<file path="config.mk">
export PLATFORM = sky130hd
export DESIGN_NAME = pswc_wiper_ctrl
export DESIGN_NICKNAME = d
export VERILOG_FILES = /design/src/pswc_pkg.sv /design/src/pswc_wiper_ctrl.sv
export SDC_FILE = /design/constraint.sdc
export NUM_CORES = 1
export LEC_CHECK = 0
export BUFFER_PORTS_ARGS = -buffer_cell sky130_fd_sc_hd__buf_2
export CAP_MARGIN = 20
export CORE_UTILIZATION = 25
export DETAILED_ROUTE_END_ITERATION = 8
export GPL_TIMING_DRIVEN = 0
export MAX_ROUTING_LAYER = met4
export SYNTH_ARGS = -nofsm -noshare
export SYNTH_HDL_FRONTEND = slang
export SYNTH_SLANG_ARGS = --single-unit
</file>
<file path="constraint.sdc">
create_clock -name clk_sys_i -period 5.73 [get_ports clk_sys_i]
set_input_delay 0.573 -clock clk_sys_i [delete_from_list [all_inputs] [get_ports clk_sys_i]]
set_output_delay 0.573 -clock clk_sys_i [all_outputs]
set_load 0.005 [all_outputs]
</file>
<file path="src/pswc_pkg.sv">
// How it works
// Each recognised pulse moves wiper one position
// Inputs idle high; falling edge starts pulse
// Dual mode needs all inputs open
// Digital step input works in every mode
// Held over one second: step every 100 ms
// Single and digital modes reverse at ends
// One second idle reverses direction; code does this in single mode only, never in dual mode
// Dual mode: up raises, down lowers
// Dual mode holds at end, no reversal
// Contact inputs debounced inside
// Power-up loads last saved position
// Changed position saved after two seconds
// First change after power-up always saved
// Later saves need fourth bit change
// Keep power two seconds after change
// After wear-out keep working, stop saving
// Mode detected within 10 us
// Digital pulses low at least 1 us
// Contact pulses low at least 1 ms
// Gaps under 1 ms merge pulses
// Pulses within one second keep direction
// Hold and idle timing within ten percent
// Six-bit clamped position plus direction flag
package pswc_pkg;
	localparam int          CLK_PERIOD_NS              = 5;
	localparam int          CLK_KHZ                    = 200000;
	localparam int          MS_CYC                     = CLK_KHZ;
	localparam int          CONTACT_STEP_MIN_WIDTH_MS  = 1;
	localparam int          CONTACT_STEP_MIN_WIDTH_CYC = CONTACT_STEP_MIN_WIDTH_MS * CLK_KHZ;
	localparam int          DIGITAL_STEP_MIN_WIDTH_NS  = 1000;
	localparam int          DIGITAL_STEP_MIN_WIDTH_CYC =
		(DIGITAL_STEP_MIN_WIDTH_NS + CLK_PERIOD_NS - 1) / CLK_PERIOD_NS;
	localparam int          MODE_DETECT_TIME_NS        = 10000;
	localparam int          MODE_DETECT_TIME_CYC       = MODE_DETECT_TIME_NS / CLK_PERIOD_NS;
	localparam logic [10:0] HOLD_MS                    = 11'h3e8;
	localparam logic [10:0] REPEAT_MS                  = 11'h064;
	localparam logic [10:0] IDLE_MS                    = 11'h3e8;
	localparam logic [10:0] SAVE_MS                    = 11'h7d0;
	localparam int          CNT_W                      = 18;
	localparam logic [5:0]  POS_MAX                    = 6'h3f;
	localparam logic [5:0]  POS_MIN                    = 6'h00;
	localparam int          SAVE_MSB                   = 5;
	localparam int          SAVE_LSB                   = 3;
	localparam int          IN_UP                      = 0;
	localparam int          IN_DOWN                    = 1;
	localparam int          IN_DIG                     = 2;

	typedef enum logic {
		PSWC_DETECT,
		PSWC_RUN
	} pswc_state_e;
endpackage

</file>
<file path="src/pswc_wiper_ctrl.sv">
module pswc_wiper_ctrl #(
	parameter int MS_CYC      = pswc_pkg::MS_CYC,
	parameter int CONTACT_CYC = pswc_pkg::CONTACT_STEP_MIN_WIDTH_CYC
) (
	input  wire logic       clk_sys_i,
	input  wire logic       rst_n_i,
	input  wire logic       up_contact_input_n_i,
	input  wire logic       down_contact_input_n_i,
	input  wire logic       digital_step_n_i,
	input  wire logic       dual_strap_i,
	input  wire logic [5:0] nv_pos_i,
	input  wire logic       nv_worn_i,
	output logic      [5:0] wiper_o,
	output logic            dir_up_o,
	output logic            dual_mode_o,
	output logic            ready_o,
	output logic            nv_write_o,
	output logic      [5:0] nv_data_o
);
	localparam logic [pswc_pkg::CNT_W-1:0] MS_LAST  = pswc_pkg::CNT_W'(MS_CYC - 1);
	localparam logic [pswc_pkg::CNT_W-1:0] DET_LAST =
		pswc_pkg::CNT_W'(pswc_pkg::MODE_DETECT_TIME_CYC - 1);

	pswc_pkg::pswc_state_e state;
	pswc_pkg::pswc_state_e next_state;
	logic [pswc_pkg::CNT_W-1:0] ms_cnt;
	logic [pswc_pkg::CNT_W-1:0] next_ms_cnt;
	logic       ms_tick;
	logic [2:0] raw_act;
	logic [2:0] act;
	logic [2:0] act_q;
	logic [2:0] next_act_q;
	logic [2:0] press;
	logic [5:0] pos;
	logic [5:0] next_pos;
	logic       dir_up;
	logic       next_dir_up;
	logic       dual;
	logic       next_dual;
	logic [10:0] hold_cnt;
	logic [10:0] next_hold_cnt;
	logic [10:0] idle_cnt;
	logic [10:0] next_idle_cnt;
	logic [10:0] save_cnt;
	logic [10:0] next_save_cnt;
	logic       save_pend;
	logic       next_save_pend;
	logic       first_saved;
	logic       next_first_saved;
	logic [5:0] stored;
	logic [5:0] next_stored;
	logic       next_nv_write;
	logic [5:0] next_nv_data;
	logic       src_act;
	logic       do_step;
	logic       force_dir;
	logic       want_up;
	logic       eff_up;

	// Active low pins
	assign raw_act = {~digital_step_n_i, ~down_contact_input_n_i, ~up_contact_input_n_i};

	// Short gaps merge
	// Input filters: a level flips only after it stands for the full width,
	// so contact bounce and gaps shorter than the width are swallowed
	for (genvar i = 0; i < 3; i++) begin : g_filt
		localparam logic [pswc_pkg::CNT_W-1:0] LIM = (i == pswc_pkg::IN_DIG) ?
			pswc_pkg::CNT_W'(pswc_pkg::DIGITAL_STEP_MIN_WIDTH_CYC - 1) :
			pswc_pkg::CNT_W'(CONTACT_CYC - 1);
		logic [pswc_pkg::CNT_W-1:0] cnt;
		logic [pswc_pkg::CNT_W-1:0] next_cnt;
		logic                       lvl;
		logic                       next_lvl;
		// Debounce counter
		always_comb begin
			next_cnt = '0;
			next_lvl = lvl;
			if (raw_act[i] != lvl) begin
				if (cnt == LIM) begin
					next_lvl = raw_act[i];
				end else begin
					next_cnt = cnt + 1'b1;
				end
			end
		end
		always_ff @(posedge clk_sys_i or negedge rst_n_i) begin
			if (!rst_n_i) begin
				cnt <= '0;
				lvl <= 1'b0;
			end else begin
				cnt <= next_cnt;
				lvl <= next_lvl;
			end
		end
		assign act[i] = lvl;
	end

	// Millisecond timebase; also times the mode detect window
	// Exact tick counts
	assign ms_tick = (state == pswc_pkg::PSWC_RUN) && (ms_cnt == MS_LAST);
	assign press   = act & ~act_q;

	always_comb begin
		next_ms_cnt = ms_cnt + 1'b1;
		if (state == pswc_pkg::PSWC_DETECT) begin
			if (ms_cnt == DET_LAST) begin
				next_ms_cnt = '0;
			end
		end else if (ms_tick) begin
			next_ms_cnt = '0;
		end
	end

	// Step source and direction; dual mode contacts force direction
	always_comb begin
		src_act   = act[pswc_pkg::IN_UP] | act[pswc_pkg::IN_DIG] |
			(dual & act[pswc_pkg::IN_DOWN]);
		force_dir = 1'b0;
		want_up   = dir_up;
		// Dual direction
		if (dual && act[pswc_pkg::IN_UP]) begin
			force_dir = 1'b1;
			want_up   = 1'b1;
		end else if (dual && act[pswc_pkg::IN_DOWN]) begin
			force_dir = 1'b1;
			want_up   = 1'b0;
		end
		// Bounce off ends
		eff_up = want_up;
		if (!force_dir && pos == pswc_pkg::POS_MAX) begin
			eff_up = 1'b0;
		end else if (!force_dir && pos == pswc_pkg::POS_MIN) begin
			eff_up = 1'b1;
		end
	end

	// Single step, hold repeat, idle reversal
	always_comb begin
		next_state    = state;
		next_pos      = pos;
		next_dir_up   = dir_up;
		next_dual     = dual;
		next_hold_cnt = hold_cnt;
		next_idle_cnt = idle_cnt;
		next_act_q    = act;
		do_step       = 1'b0;
		unique case (state)
			pswc_pkg::PSWC_DETECT: begin
				next_act_q = act_q;
				// Detect window end
				if (ms_cnt == DET_LAST) begin
					next_state = pswc_pkg::PSWC_RUN;
					// Open-pin strap
					next_dual  = dual_strap_i;
					// Restore position
					next_pos   = nv_pos_i;
				end
			end
			pswc_pkg::PSWC_RUN: begin
				// Press steps once; digital input counts in all modes
				if ((press[pswc_pkg::IN_UP] | press[pswc_pkg::IN_DIG] |
					(dual & press[pswc_pkg::IN_DOWN])) != 1'b0) begin
					do_step       = 1'b1;
					next_hold_cnt = '0;
				end else if (src_act && ms_tick) begin
					next_hold_cnt = hold_cnt + 1'b1;
					// Auto-repeat
					if (hold_cnt == pswc_pkg::HOLD_MS - 1'b1) begin
						do_step       = 1'b1;
						next_hold_cnt = pswc_pkg::HOLD_MS - pswc_pkg::REPEAT_MS;
					end
				end
				if (src_act) begin
					next_idle_cnt = '0;
				end else if (ms_tick && idle_cnt != pswc_pkg::IDLE_MS) begin
					next_idle_cnt = idle_cnt + 1'b1;
					// Idle reversal; shorter gaps keep direction
					if (idle_cnt == pswc_pkg::IDLE_MS - 1'b1 && !dual) begin
						next_dir_up = ~dir_up;
					end
				end
				if (do_step) begin
					// Dual mode clamps at ends
					if (force_dir && ((eff_up && pos == pswc_pkg::POS_MAX) ||
						(!eff_up && pos == pswc_pkg::POS_MIN))) begin
						next_pos = pos;
					// Clamped counter
					end else if (eff_up) begin
						next_pos = pos + 1'b1;
					end else begin
						next_pos = pos - 1'b1;
					end
					next_dir_up = eff_up;
					// Reverse on reaching end
					if (!force_dir && (next_pos == pswc_pkg::POS_MAX ||
						next_pos == pswc_pkg::POS_MIN)) begin
						next_dir_up = ~eff_up;
					end
				end
			end
		endcase
	end

	// Nonvolatile save scheduling
	always_comb begin
		next_save_cnt    = save_cnt;
		next_save_pend   = save_pend;
		next_first_saved = first_saved;
		next_stored      = stored;
		next_nv_write    = 1'b0;
		next_nv_data     = nv_data_o;
		if (state == pswc_pkg::PSWC_DETECT) begin
			next_stored = nv_pos_i;
		end else if (next_pos != pos) begin
			// Restart two second delay on every change
			next_save_pend = 1'b1;
			next_save_cnt  = '0;
		end else if (save_pend && ms_tick) begin
			next_save_cnt = save_cnt + 1'b1;
			if (save_cnt == pswc_pkg::SAVE_MS - 1'b1) begin
				next_save_pend = 1'b0;
				// First change; fourth bit change
				if (!first_saved || pos[pswc_pkg::SAVE_MSB:pswc_pkg::SAVE_LSB] !=
					stored[pswc_pkg::SAVE_MSB:pswc_pkg::SAVE_LSB]) begin
					next_first_saved = 1'b1;
					next_stored      = pos;
					next_nv_data     = pos;
					// Worn cells take no write
					next_nv_write    = ~nv_worn_i;
				end
			end
		end
	end

	always_ff @(posedge clk_sys_i or negedge rst_n_i) begin
		if (!rst_n_i) begin
			state       <= pswc_pkg::PSWC_DETECT;
			ms_cnt      <= '0;
			act_q       <= 3'h0;
			pos         <= 6'h00;
			dir_up      <= 1'b1;
			dual        <= 1'b0;
			hold_cnt    <= 11'h000;
			idle_cnt    <= 11'h000;
			save_cnt    <= 11'h000;
			save_pend   <= 1'b0;
			first_saved <= 1'b0;
			stored      <= 6'h00;
			nv_write_o  <= 1'b0;
			nv_data_o   <= 6'h00;
		end else begin
			state       <= next_state;
			ms_cnt      <= next_ms_cnt;
			act_q       <= next_act_q;
			pos         <= next_pos;
			dir_up      <= next_dir_up;
			dual        <= next_dual;
			hold_cnt    <= next_hold_cnt;
			idle_cnt    <= next_idle_cnt;
			save_cnt    <= next_save_cnt;
			save_pend   <= next_save_pend;
			first_saved <= next_first_saved;
			stored      <= next_stored;
			nv_write_o  <= next_nv_write;
			nv_data_o   <= next_nv_data;
		end
	end

	assign wiper_o     = pos;
	assign dir_up_o    = dir_up;
	assign dual_mode_o = dual;
	assign ready_o     = (state == pswc_pkg::PSWC_RUN);
endmodule

</file>
Word level (Yosys, flattened, before mapping)
Cells that the tools add are included.

Multiplexer cells: 53. Equality and inequality tests: 21. Reduce and logical (&&, ||, !) cells: 39. Bitwise gates (word level): 16. $add $sub $neg: 9.

Operator list (number): $mux W18 (9); $mux W11 (7); $add A18 B1 Y18 const B (4); $mux W6 (11); $eq A18 B18 Y1 const B (3); $add A11 B1 Y11 const B (3); $mux W1 (25); $eq A11 B10 Y1 const B (2); $eq A18 B11 Y1 const B (1); $eq A18 B8 Y1 const B (1); $reduce_and A2 Y1 (7); $logic_and A1 B1 Y1 (13); $eq A6 B6 Y1 const B (2); $logic_not A6 Y1 (2); $pmux W6 S2 (1); $reduce_bool A2 Y1 (6); $eq A11 B11 Y1 const B (1); $ne A11 B10 Y1 const B (1); $ne A2 B1 Y1 const B (4); $not A1 Y1 (8); $reduce_and A4 Y1 (2); $add A6 B1 Y6 const B (1); $ne A6 B6 Y1 (1); $sub A6 B1 Y6 const B (1); other kinds (11) (22).

Register bits: 135. Logic and storage cells: 158.

Logic depth before layout (Yosys ltp)
Gate-level depths: netlist of the first run.

Depth in word-level cells: 19. Depth in mapped cells: 14.

Least setup slack after synthesis of the first run
OpenSTA, ideal clock, no wires.

Kind: register to register. Start: register pos[0] (netlist: wiper_o[0]). End: register dir_up (netlist: dir_up_o). Slack: 2.132 ns. Arrival: 3.520 ns. Clock period less this slack: 3.598 ns. Setup time: 0.078 ns. Cell stages (with the launch flop): 15. Cell sequence: dfrtp_1 buf_2 or4_4 o21ba_2 o21ai_4 inv_1 ha_1 a21o_1 and4_1 a211oi_1 xnor2_1 o211a_1 mux2i_1 xnor2_1 a31o_2.

Cells in the longest elaborated chain, start to end: 16. Elaborated cells between the ends (all ways): 24.

RTL lines: start, declared (line pswc_wiper_ctrl.sv:34) `logic [5:0] pos;`; start signal, assigned (line pswc_wiper_ctrl.sv:255) `pos <= next_pos;`; $logic_not A6 Y1 (line pswc_wiper_ctrl.sv:132, pswc_wiper_ctrl.sv:185); $logic_and A1 B1 Y1 (line pswc_wiper_ctrl.sv:132) `end else if (!force_dir && pos == pswc_pkg::POS_MIN) begin`; $mux W1 (line pswc_wiper_ctrl.sv:132); $mux W1 (line pswc_wiper_ctrl.sv:130) `if (!force_dir && pos == pswc_pkg::POS_MAX) begin`; $logic_not A1 Y1 (line pswc_wiper_ctrl.sv:185) `(!eff_up && pos == pswc_pkg::POS_MIN))) begin`; $logic_and A1 B1 Y1 (line pswc_wiper_ctrl.sv:185); $logic_or A1 B1 Y1 (line pswc_wiper_ctrl.sv:184) `if (force_dir && ((eff_up && pos == pswc_pkg::POS_MAX) ||`; $logic_and A1 B1 Y1 (line pswc_wiper_ctrl.sv:184); $mux W6 (line pswc_wiper_ctrl.sv:184); $mux W6 (line pswc_wiper_ctrl.sv:182) `if (do_step) begin`; $mux W6 (line pswc_wiper_ctrl.sv:147) `unique case (state)`; $eq A6 B6 Y1 / $logic_not A6 Y1 (equally long branches) (line pswc_wiper_ctrl.sv:195, pswc_wiper_ctrl.sv:196); $logic_or A1 B1 Y1 (line pswc_wiper_ctrl.sv:195) `if (!force_dir && (next_pos == pswc_pkg::POS_MAX ||`; $logic_and A1 B1 Y1 (line pswc_wiper_ctrl.sv:195); $mux W1 * (line pswc_wiper_ctrl.sv:195); $mux W1 * (line pswc_wiper_ctrl.sv:182); end signal, assigned (line pswc_wiper_ctrl.sv:256) `dir_up <= next_dir_up;`; end, declared (line pswc_wiper_ctrl.sv:36) `logic dir_up;`.

Mark *: on every way between the ends. The rest lies on a longest branch, timed or not. The select of a mux whose other input is x is not followed. A chain may end at the register's enable or synchronous reset.

Final worst setup path of the first run
Start: register pos[4] (netlist: wiper_o[4]). End: register dir_up (netlist: dir_up_o).

Same word-level chain as after synthesis.

==> results by group, run 1 <==
Status
  • Status: finished, final reports clean

Synthesis
  • Post-synth EDFFs: 0
  • Ys flop type: dfrtp_1
  • Unique cell type count in the Yosys netlist: 69
  • Mapped Cells: 756
  • Synthesized net count: 782
  • Ys async rst share: 100%
  • Ys Warns: 0
  • Synth area leaders: dfrtp_1 (46%), nor2_1 (6.9%), xor2_1 (5.4%), xnor2_1 (5.3%), nand2_1 (3.3%)
  • Register area share after synthesis: 46.6%
  • Seq cells post-synth: 132
  • Synth area leader: dfrtp_1
  • Syn Area/Cell: 9.38 µm²
  • Top cell type's share of synthesized area: 46.2%
  • Cell area after synthesis: 0.00709 mm²

Route
  • Via Count: 5,426
  • DRC Markers: 0
  • Detailed Routing Iterations Pass 1: 4
  • 1st-iter DRT viols: 310
  • Routed len/inst: 12.2 µm
  • Via/cell ratio: 4.54
  • Final WL: 14,600 µm
  • ANT nets after route: 0

Cells and area
  • Fill count: 2,878
  • Multi-input logic area: 0.00360 mm²
  • Layout cell share with drive strength beyond 1: 12.7%
  • Layout Nets: 830
  • Layout area overhead: 18.1%
  • FF+latch area: 0.00330 mm²

Min path
  • Worst Hold Class: input port to asynchronous set/reset pin

Critical path
  • CP Class: flip-flop to flip-flop
  • Critical path endpoint category: flip-flop
  • Worst Path Required: 6.08 ns
  • Worst-path maximum fanout: 9
  • WP data arrival: 4.38 ns
  • Setup crit start kind: flip-flop

GRT
  • First-pass GRT wire length: 25,200 µm
  • Vias in the first global route: 5,335
  • All-Layer GR Usage: 11.2%
  • Initial antenna violation count: 1
  • Grt total ovfl: 0
  • Largest net degree at the start of global routing: 96

STA
  • Minimum clock period: 4.03 ns
  • Hold Violations, Final: 0
  • Final Skew: 0.00780 ns
  • Final period util: 70.3%
  • Fmax: 248 MHz
  • Max-slew violation count: 0
  • Final setup viols: 0
  • Setup TNS Final: 0 ns
  • RSZ-0062 raised after global routing: false
  • Slew headroom: 44.9%
  • Slew at the pin closest to its max-slew limit: 0.820 ns

Clocking
  • Hold-fix buffers, CTS: 0
  • CTS max path bufs: 2
  • Postcts setup bufs: 0
  • Reg clk slew, reported paths: 0.06 ns
  • TritonCTS sink count: 132
  • Clock Latency Late Sink: 0.42 ns
  • Cts bufs inserted: 17
  • # H-tree levels: 4
  • Clock root buffer: clkbuf_16
  • CTS tree: yes
  • # resized after CTS: 0

Floorplan
  • Die X-Extent: 170 µm
  • # rows: 61
  • Initial Util: 25.5%
  • # IOs: 29
  • Die area: 0.0291 mm²
  • Die Y: 170 µm
  • Core Region: 0.0279 mm²

Placed design
  • Hpwl dp: 10,200 µm
  • I/O Buffers: 28
  • Routability cong.: 0.805

Pwr
  • Pwr Density: 262 mW/mm²
  • Leakage: 3.61 nW
  • Total power: 2.20 mW
  • Peak VDD IR: 0.162 mV

Flow run
  • Max cap viols: 0
[critical path, cell delays in order, from the launching register on]
cell and delay (ns):
dfrtp_1 0.40, buf_2 0.21, or4_4 0.53, o21ba_2 0.26, o21ai_4 0.26, inv_1 0.15
ha_1 0.32, a21o_1 0.20, and4_1 0.20, a211oi_1 0.44, xnor2_1 0.18, o211a_1 0.18
mux2i_1 0.28, xnor2_1 0.10, a31o_2 0.24
[synth_stat cells (8+ instances only)]
master,instances
nand3_1,40
mux2i_1,9
nand2_1,62
nor2_1,130
nor4_1,10
xnor2_1,43
and3_1,26
o21ai_1,9
or2_2,8
clkbuf_1,12
nor3_1,16
a21oi_1,28
nand4_1,23
o21ai_0,29
dfrtp_1,131
inv_1,21
mux2_2,9
ha_1,12
or3_1,12
xor2_1,44
[through the flow]
step,setup WS [ns],util (%),instances,hold slack [ns],cell area [µm²]
2_1_floorplan,2.13,-,756,0.277,7090
6_report,1.70,30.1,1196,0.0569,8380
3_3_place_gp,1.83,27.7,1162,0.454,7710
3_5_place_dp,1.78,27.8,1163,0.458,7740
5_1_grt,1.54,30.1,1196,0.0761,8380
4_1_cts,1.76,30.1,1195,0.0588,8380
[cell usage in the layout, fill, tap and decap left out, types with 3 or more instances in the layout]
cell	count
and4_1	3
clkbuf_8	4
o21ai_0	29
or2_2	8
dfrtp_1	131
nand2b_1	5
nand4_1	23
xnor2_1	43
clkbuf_16	17
a21o_1	3
a211oi_1	3
nand2_1	62
nor3_1	16
ha_1	12
o31ai_1	5
mux2_2	9
mux2i_1	9
and3_1	26
xor2_1	44
or3_1	12
nand3b_1	3
inv_1	21
nor2_1	130
nand4b_1	4
buf_6	4
bufinv_16	4
or4_4	3
o21ai_1	9
buf_2	31
nor4_1	10
nand3_1	40
clkbuf_1	15
a21oi_1	28
[registers in the layout (all words and copies together), names as in the netlist]
register,flops
act_q,3
dir_up_o,1
dual_mode_o,1
first_saved,1
g_filt.cnt,54
g_filt.lvl,3
hold_cnt,11
idle_cnt,11
ms_cnt,18
nv_data_o,6
nv_write_o,1
ready_o,1
save_cnt,11
save_pend,1
stored,3
wiper_o,6
[kinds of logic (layout without fill, tap and decap cells)]
logic type | count (synthesis) | after routing | synth area share [%]
xor+xnor | 87 | 87 | 10.7
compound gates | 101 | 101 | 9.24
mux | 20 | 20 | 3.12
simple gates | 361 | 361 | 25.3
buf+inv | 42 | 103 | 2.61
fa+ha+maj | 13 | 13 | 2.40
other cells | 0 | 1 | 0
flops | 132 | 132 | 46.6
[power by group]
group | switching [mW] | internal [mW]
Clock | 0.402 | 0.774
Sequential | 0.00625 | 0.940
Combinational | 0.0475 | 0.0253
[layout make-up]
class / instances / area share [%]
diodes: 1 / 0.0299
plain buffers: 21 / 1.27
clock buffers: 24 / 5.87
clock inverters: 8 / 1.75
inverters: 21 / 0.940
multi-input cells: 582 / 43.0
flip-flops and latches: 132 / 39.4
well taps: 378 / 5.64
repair buffers: 29 / 2.07
[metal layers]
metal	vias up	wire length [µm]	global-route usage, %
met5	-	0	-
met4	0	224	4.66
met3	15	520	2.84
met2	71	6600	17.1
met1	2609	7260	13.9
li1	2731	-	-
[worst paths after layout]
| kind | startpoint | endpoint | slack (ns) | cells past startpoint |
|---|---|---|---|---|
| setup reg to reg | wiper_o[4] | dir_up_o | 1.70 | 14 |
| hold reg to reg | g_filt[2].cnt[0] | g_filt[2].cnt[0] | 0.46 | 1 |
| min in group clk_sys_i | nv_worn_i | nv_write_o | 0.30 | 2 |
| max in group asynchronous | rst_n_i | idle_cnt[8] | 4.89 | 2 |
| hold / removal | rst_n_i | g_filt[2].cnt[10] | 0.06 | 1 |
| setup / recovery | wiper_o[4] | dir_up_o | 1.70 | 14 |
Power figures use the tool's default switching activity.
==> inputs of run 2 (changes only) <==
==> constraint.sdc (replaced) <==
create_clock -name clk_sys_i -period 4.2 [get_ports clk_sys_i]
set_input_delay 0.42 -clock clk_sys_i [delete_from_list [all_inputs] [get_ports clk_sys_i]]
set_output_delay 0.42 -clock clk_sys_i [all_outputs]
set_load 0.005 [all_outputs]
==> results by group, run 2 (same netlist as run 1, synthesis figures left out) <==
Pwr
  • Peak VDD IR: 0.221 mV
  • Leakage: 3.61 nW
  • Pwr Density: 357 mW/mm²

Clocking
  • CTS max path bufs: 2
  • Reg clk slew, reported paths: 0.06 ns
  • CTS tree: yes
  • Cts bufs inserted: 17
  • Clock root buffer: clkbuf_16
  • Clock Latency Late Sink: 0.42 ns
  • # H-tree levels: 4
  • Hold-fix buffers, CTS: 1
  • Postcts setup bufs: 0
  • TritonCTS sink count: 132
  • # resized after CTS: 0

GRT
  • Grt total ovfl: 0
  • Initial antenna violation count: 1
  • Largest net degree at the start of global routing: 96
  • Vias in the first global route: 5,336
  • All-Layer GR Usage: 11.2%
  • First-pass GRT wire length: 25,200 µm

Route
  • Via/cell ratio: 4.54
  • 1st-iter DRT viols: 315
  • Routed len/inst: 12.2 µm
  • ANT nets after route: 0
  • Final WL: 14,600 µm
  • DRC Markers: 0
  • Via Count: 5,433
  • Detailed Routing Iterations Pass 1: 4

Floorplan
  • Die area: 0.0291 mm²
  • # rows: 61
  • Die X-Extent: 170 µm
  • Core Region: 0.0279 mm²
  • Die Y: 170 µm
  • Initial Util: 25.5%
  • # IOs: 29

Placed design
  • Hpwl dp: 10,200 µm
  • I/O Buffers: 28
  • Routability cong.: 0.805

Cells and area
  • Top Registers: g_filt.cnt (54), ms_cnt (18)
  • Layout area overhead: 18.3%
  • Layout Nets: 831
  • Layout Utilization: 30.1%
  • Commonest non-fill, non-tap cell in the layout: dfrtp_1
  • Layout cell share with drive strength beyond 1: 12.7%
  • Most frequent cells in the layout: dfrtp_1 (131), nor2_1 (130), nand2_1 (62)
  • Biggest register: g_filt.cnt
  • Max reg flops: 54

STA
  • Slew headroom: 44.4%
  • Minimum hold slack: 0.147 ns
  • Fmax: 249 MHz
  • Setup TNS Final: 0 ns
  • Max-slew violation count: 0
  • Slew at the pin closest to its max-slew limit: 0.826 ns
  • Hold Violations, Final: 0
  • Final period util: 95.8%
  • Minimum clock period: 4.02 ns
  • Final setup viols: 0
  • Final Skew: 0.00779 ns
  • RSZ-0062 raised after global routing: false

Critical path
  • RR Endpoint: dir_up_o
  • CP Class: flip-flop to flip-flop
  • Worst Setup SP: wiper_o[4]
  • Worst R2R Start: wiper_o[4]
  • Worst Path Required: 4.55 ns
  • WP data arrival: 4.37 ns
  • FF-to-FF path depth: 14
  • Reg2Reg Setup Slack: 0.18 ns
  • Setup crit end: dir_up_o
  • Setup crit start kind: flip-flop
  • Critical path endpoint category: flip-flop
  • Worst-path maximum fanout: 9

Min path
  • Worst Hold Class: input port to flip-flop

Flow run
  • Max cap viols: 0

Status
  • Status: finished, final reports clean
==> run 2: worst min-delay path by stage <==
| stage | cells past startpoint | startpoint | endpoint | slack, ns |
|---|---|---|---|---|
| after floorplan | 0 | rst_n_i | act_q[0] | 0.12 |
| after global placement | 1 | g_filt[2].cnt[0] | g_filt[2].cnt[0] | 0.45 |
| after detailed placement | 1 | rst_n_i | g_filt[2].cnt[6] | 0.36 |
| after global routing | 2 | nv_worn_i | nv_write_o | 0.14 |
| after CTS | 2 | nv_worn_i | nv_write_o | 0.13 |
| final | 2 | nv_worn_i | nv_write_o | 0.15 |
==> run 2: where the power goes <==
part | switching [mW] | internal (mW)
Combinational | 0.0651 | 0.0352
Sequential | 0.00852 | 1.28
Clock | 0.547 | 1.06
==> run 2: cell type report <==
| class | instances | area, µm² |
|---|---|---|
| inverters | 21 | 78.8 |
| repair buffers | 30 | 184 |
| multi-input cells | 582 | 3600 |
| diodes | 1 | 2.50 |
| clock inverters | 8 | 146 |
| plain buffers | 21 | 106 |
| flip-flops and latches | 132 | 3300 |
| fillers | 2877 | 19500 |
| well taps | 378 | 473 |
| clock buffers | 24 | 492 |
==> run 2: worst max-delay path, cell delays in order (launching register included) <==
cell and delay [ns]:
dfrtp_1 0.40, buf_2 0.21, or4_4 0.53, o21ba_2 0.26, o21ai_4 0.26, inv_1 0.15
ha_1 0.32, a21o_1 0.20, and4_1 0.20, a211oi_1 0.44, xnor2_1 0.18, o211a_1 0.18
mux2i_1 0.28, xnor2_1 0.10, a31o_2 0.24
==> run 2: routing by layer <==
| metal | global-route usage (%) | wire [µm] |
|---|---|---|
| met1 | 13.9 | 7270 |
| met2 | 17.1 | 6580 |
| met3 | 2.84 | 544 |
| met4 | 4.66 | 224 |
| met5 | - | 0 |
==> run 2: metrics by stage <==
stage	power (mW)	cells	cell area (µm²)	setup slack (ns)
floorplan	1.36	756	7090	0.602
global placement	1.41	1162	7710	0.295
detailed placement	1.42	1163	7740	0.250
CTS	3.04	1196	8390	0.226
global route	3.10	1197	8390	0.00598
finish	2.99	1197	8390	0.177
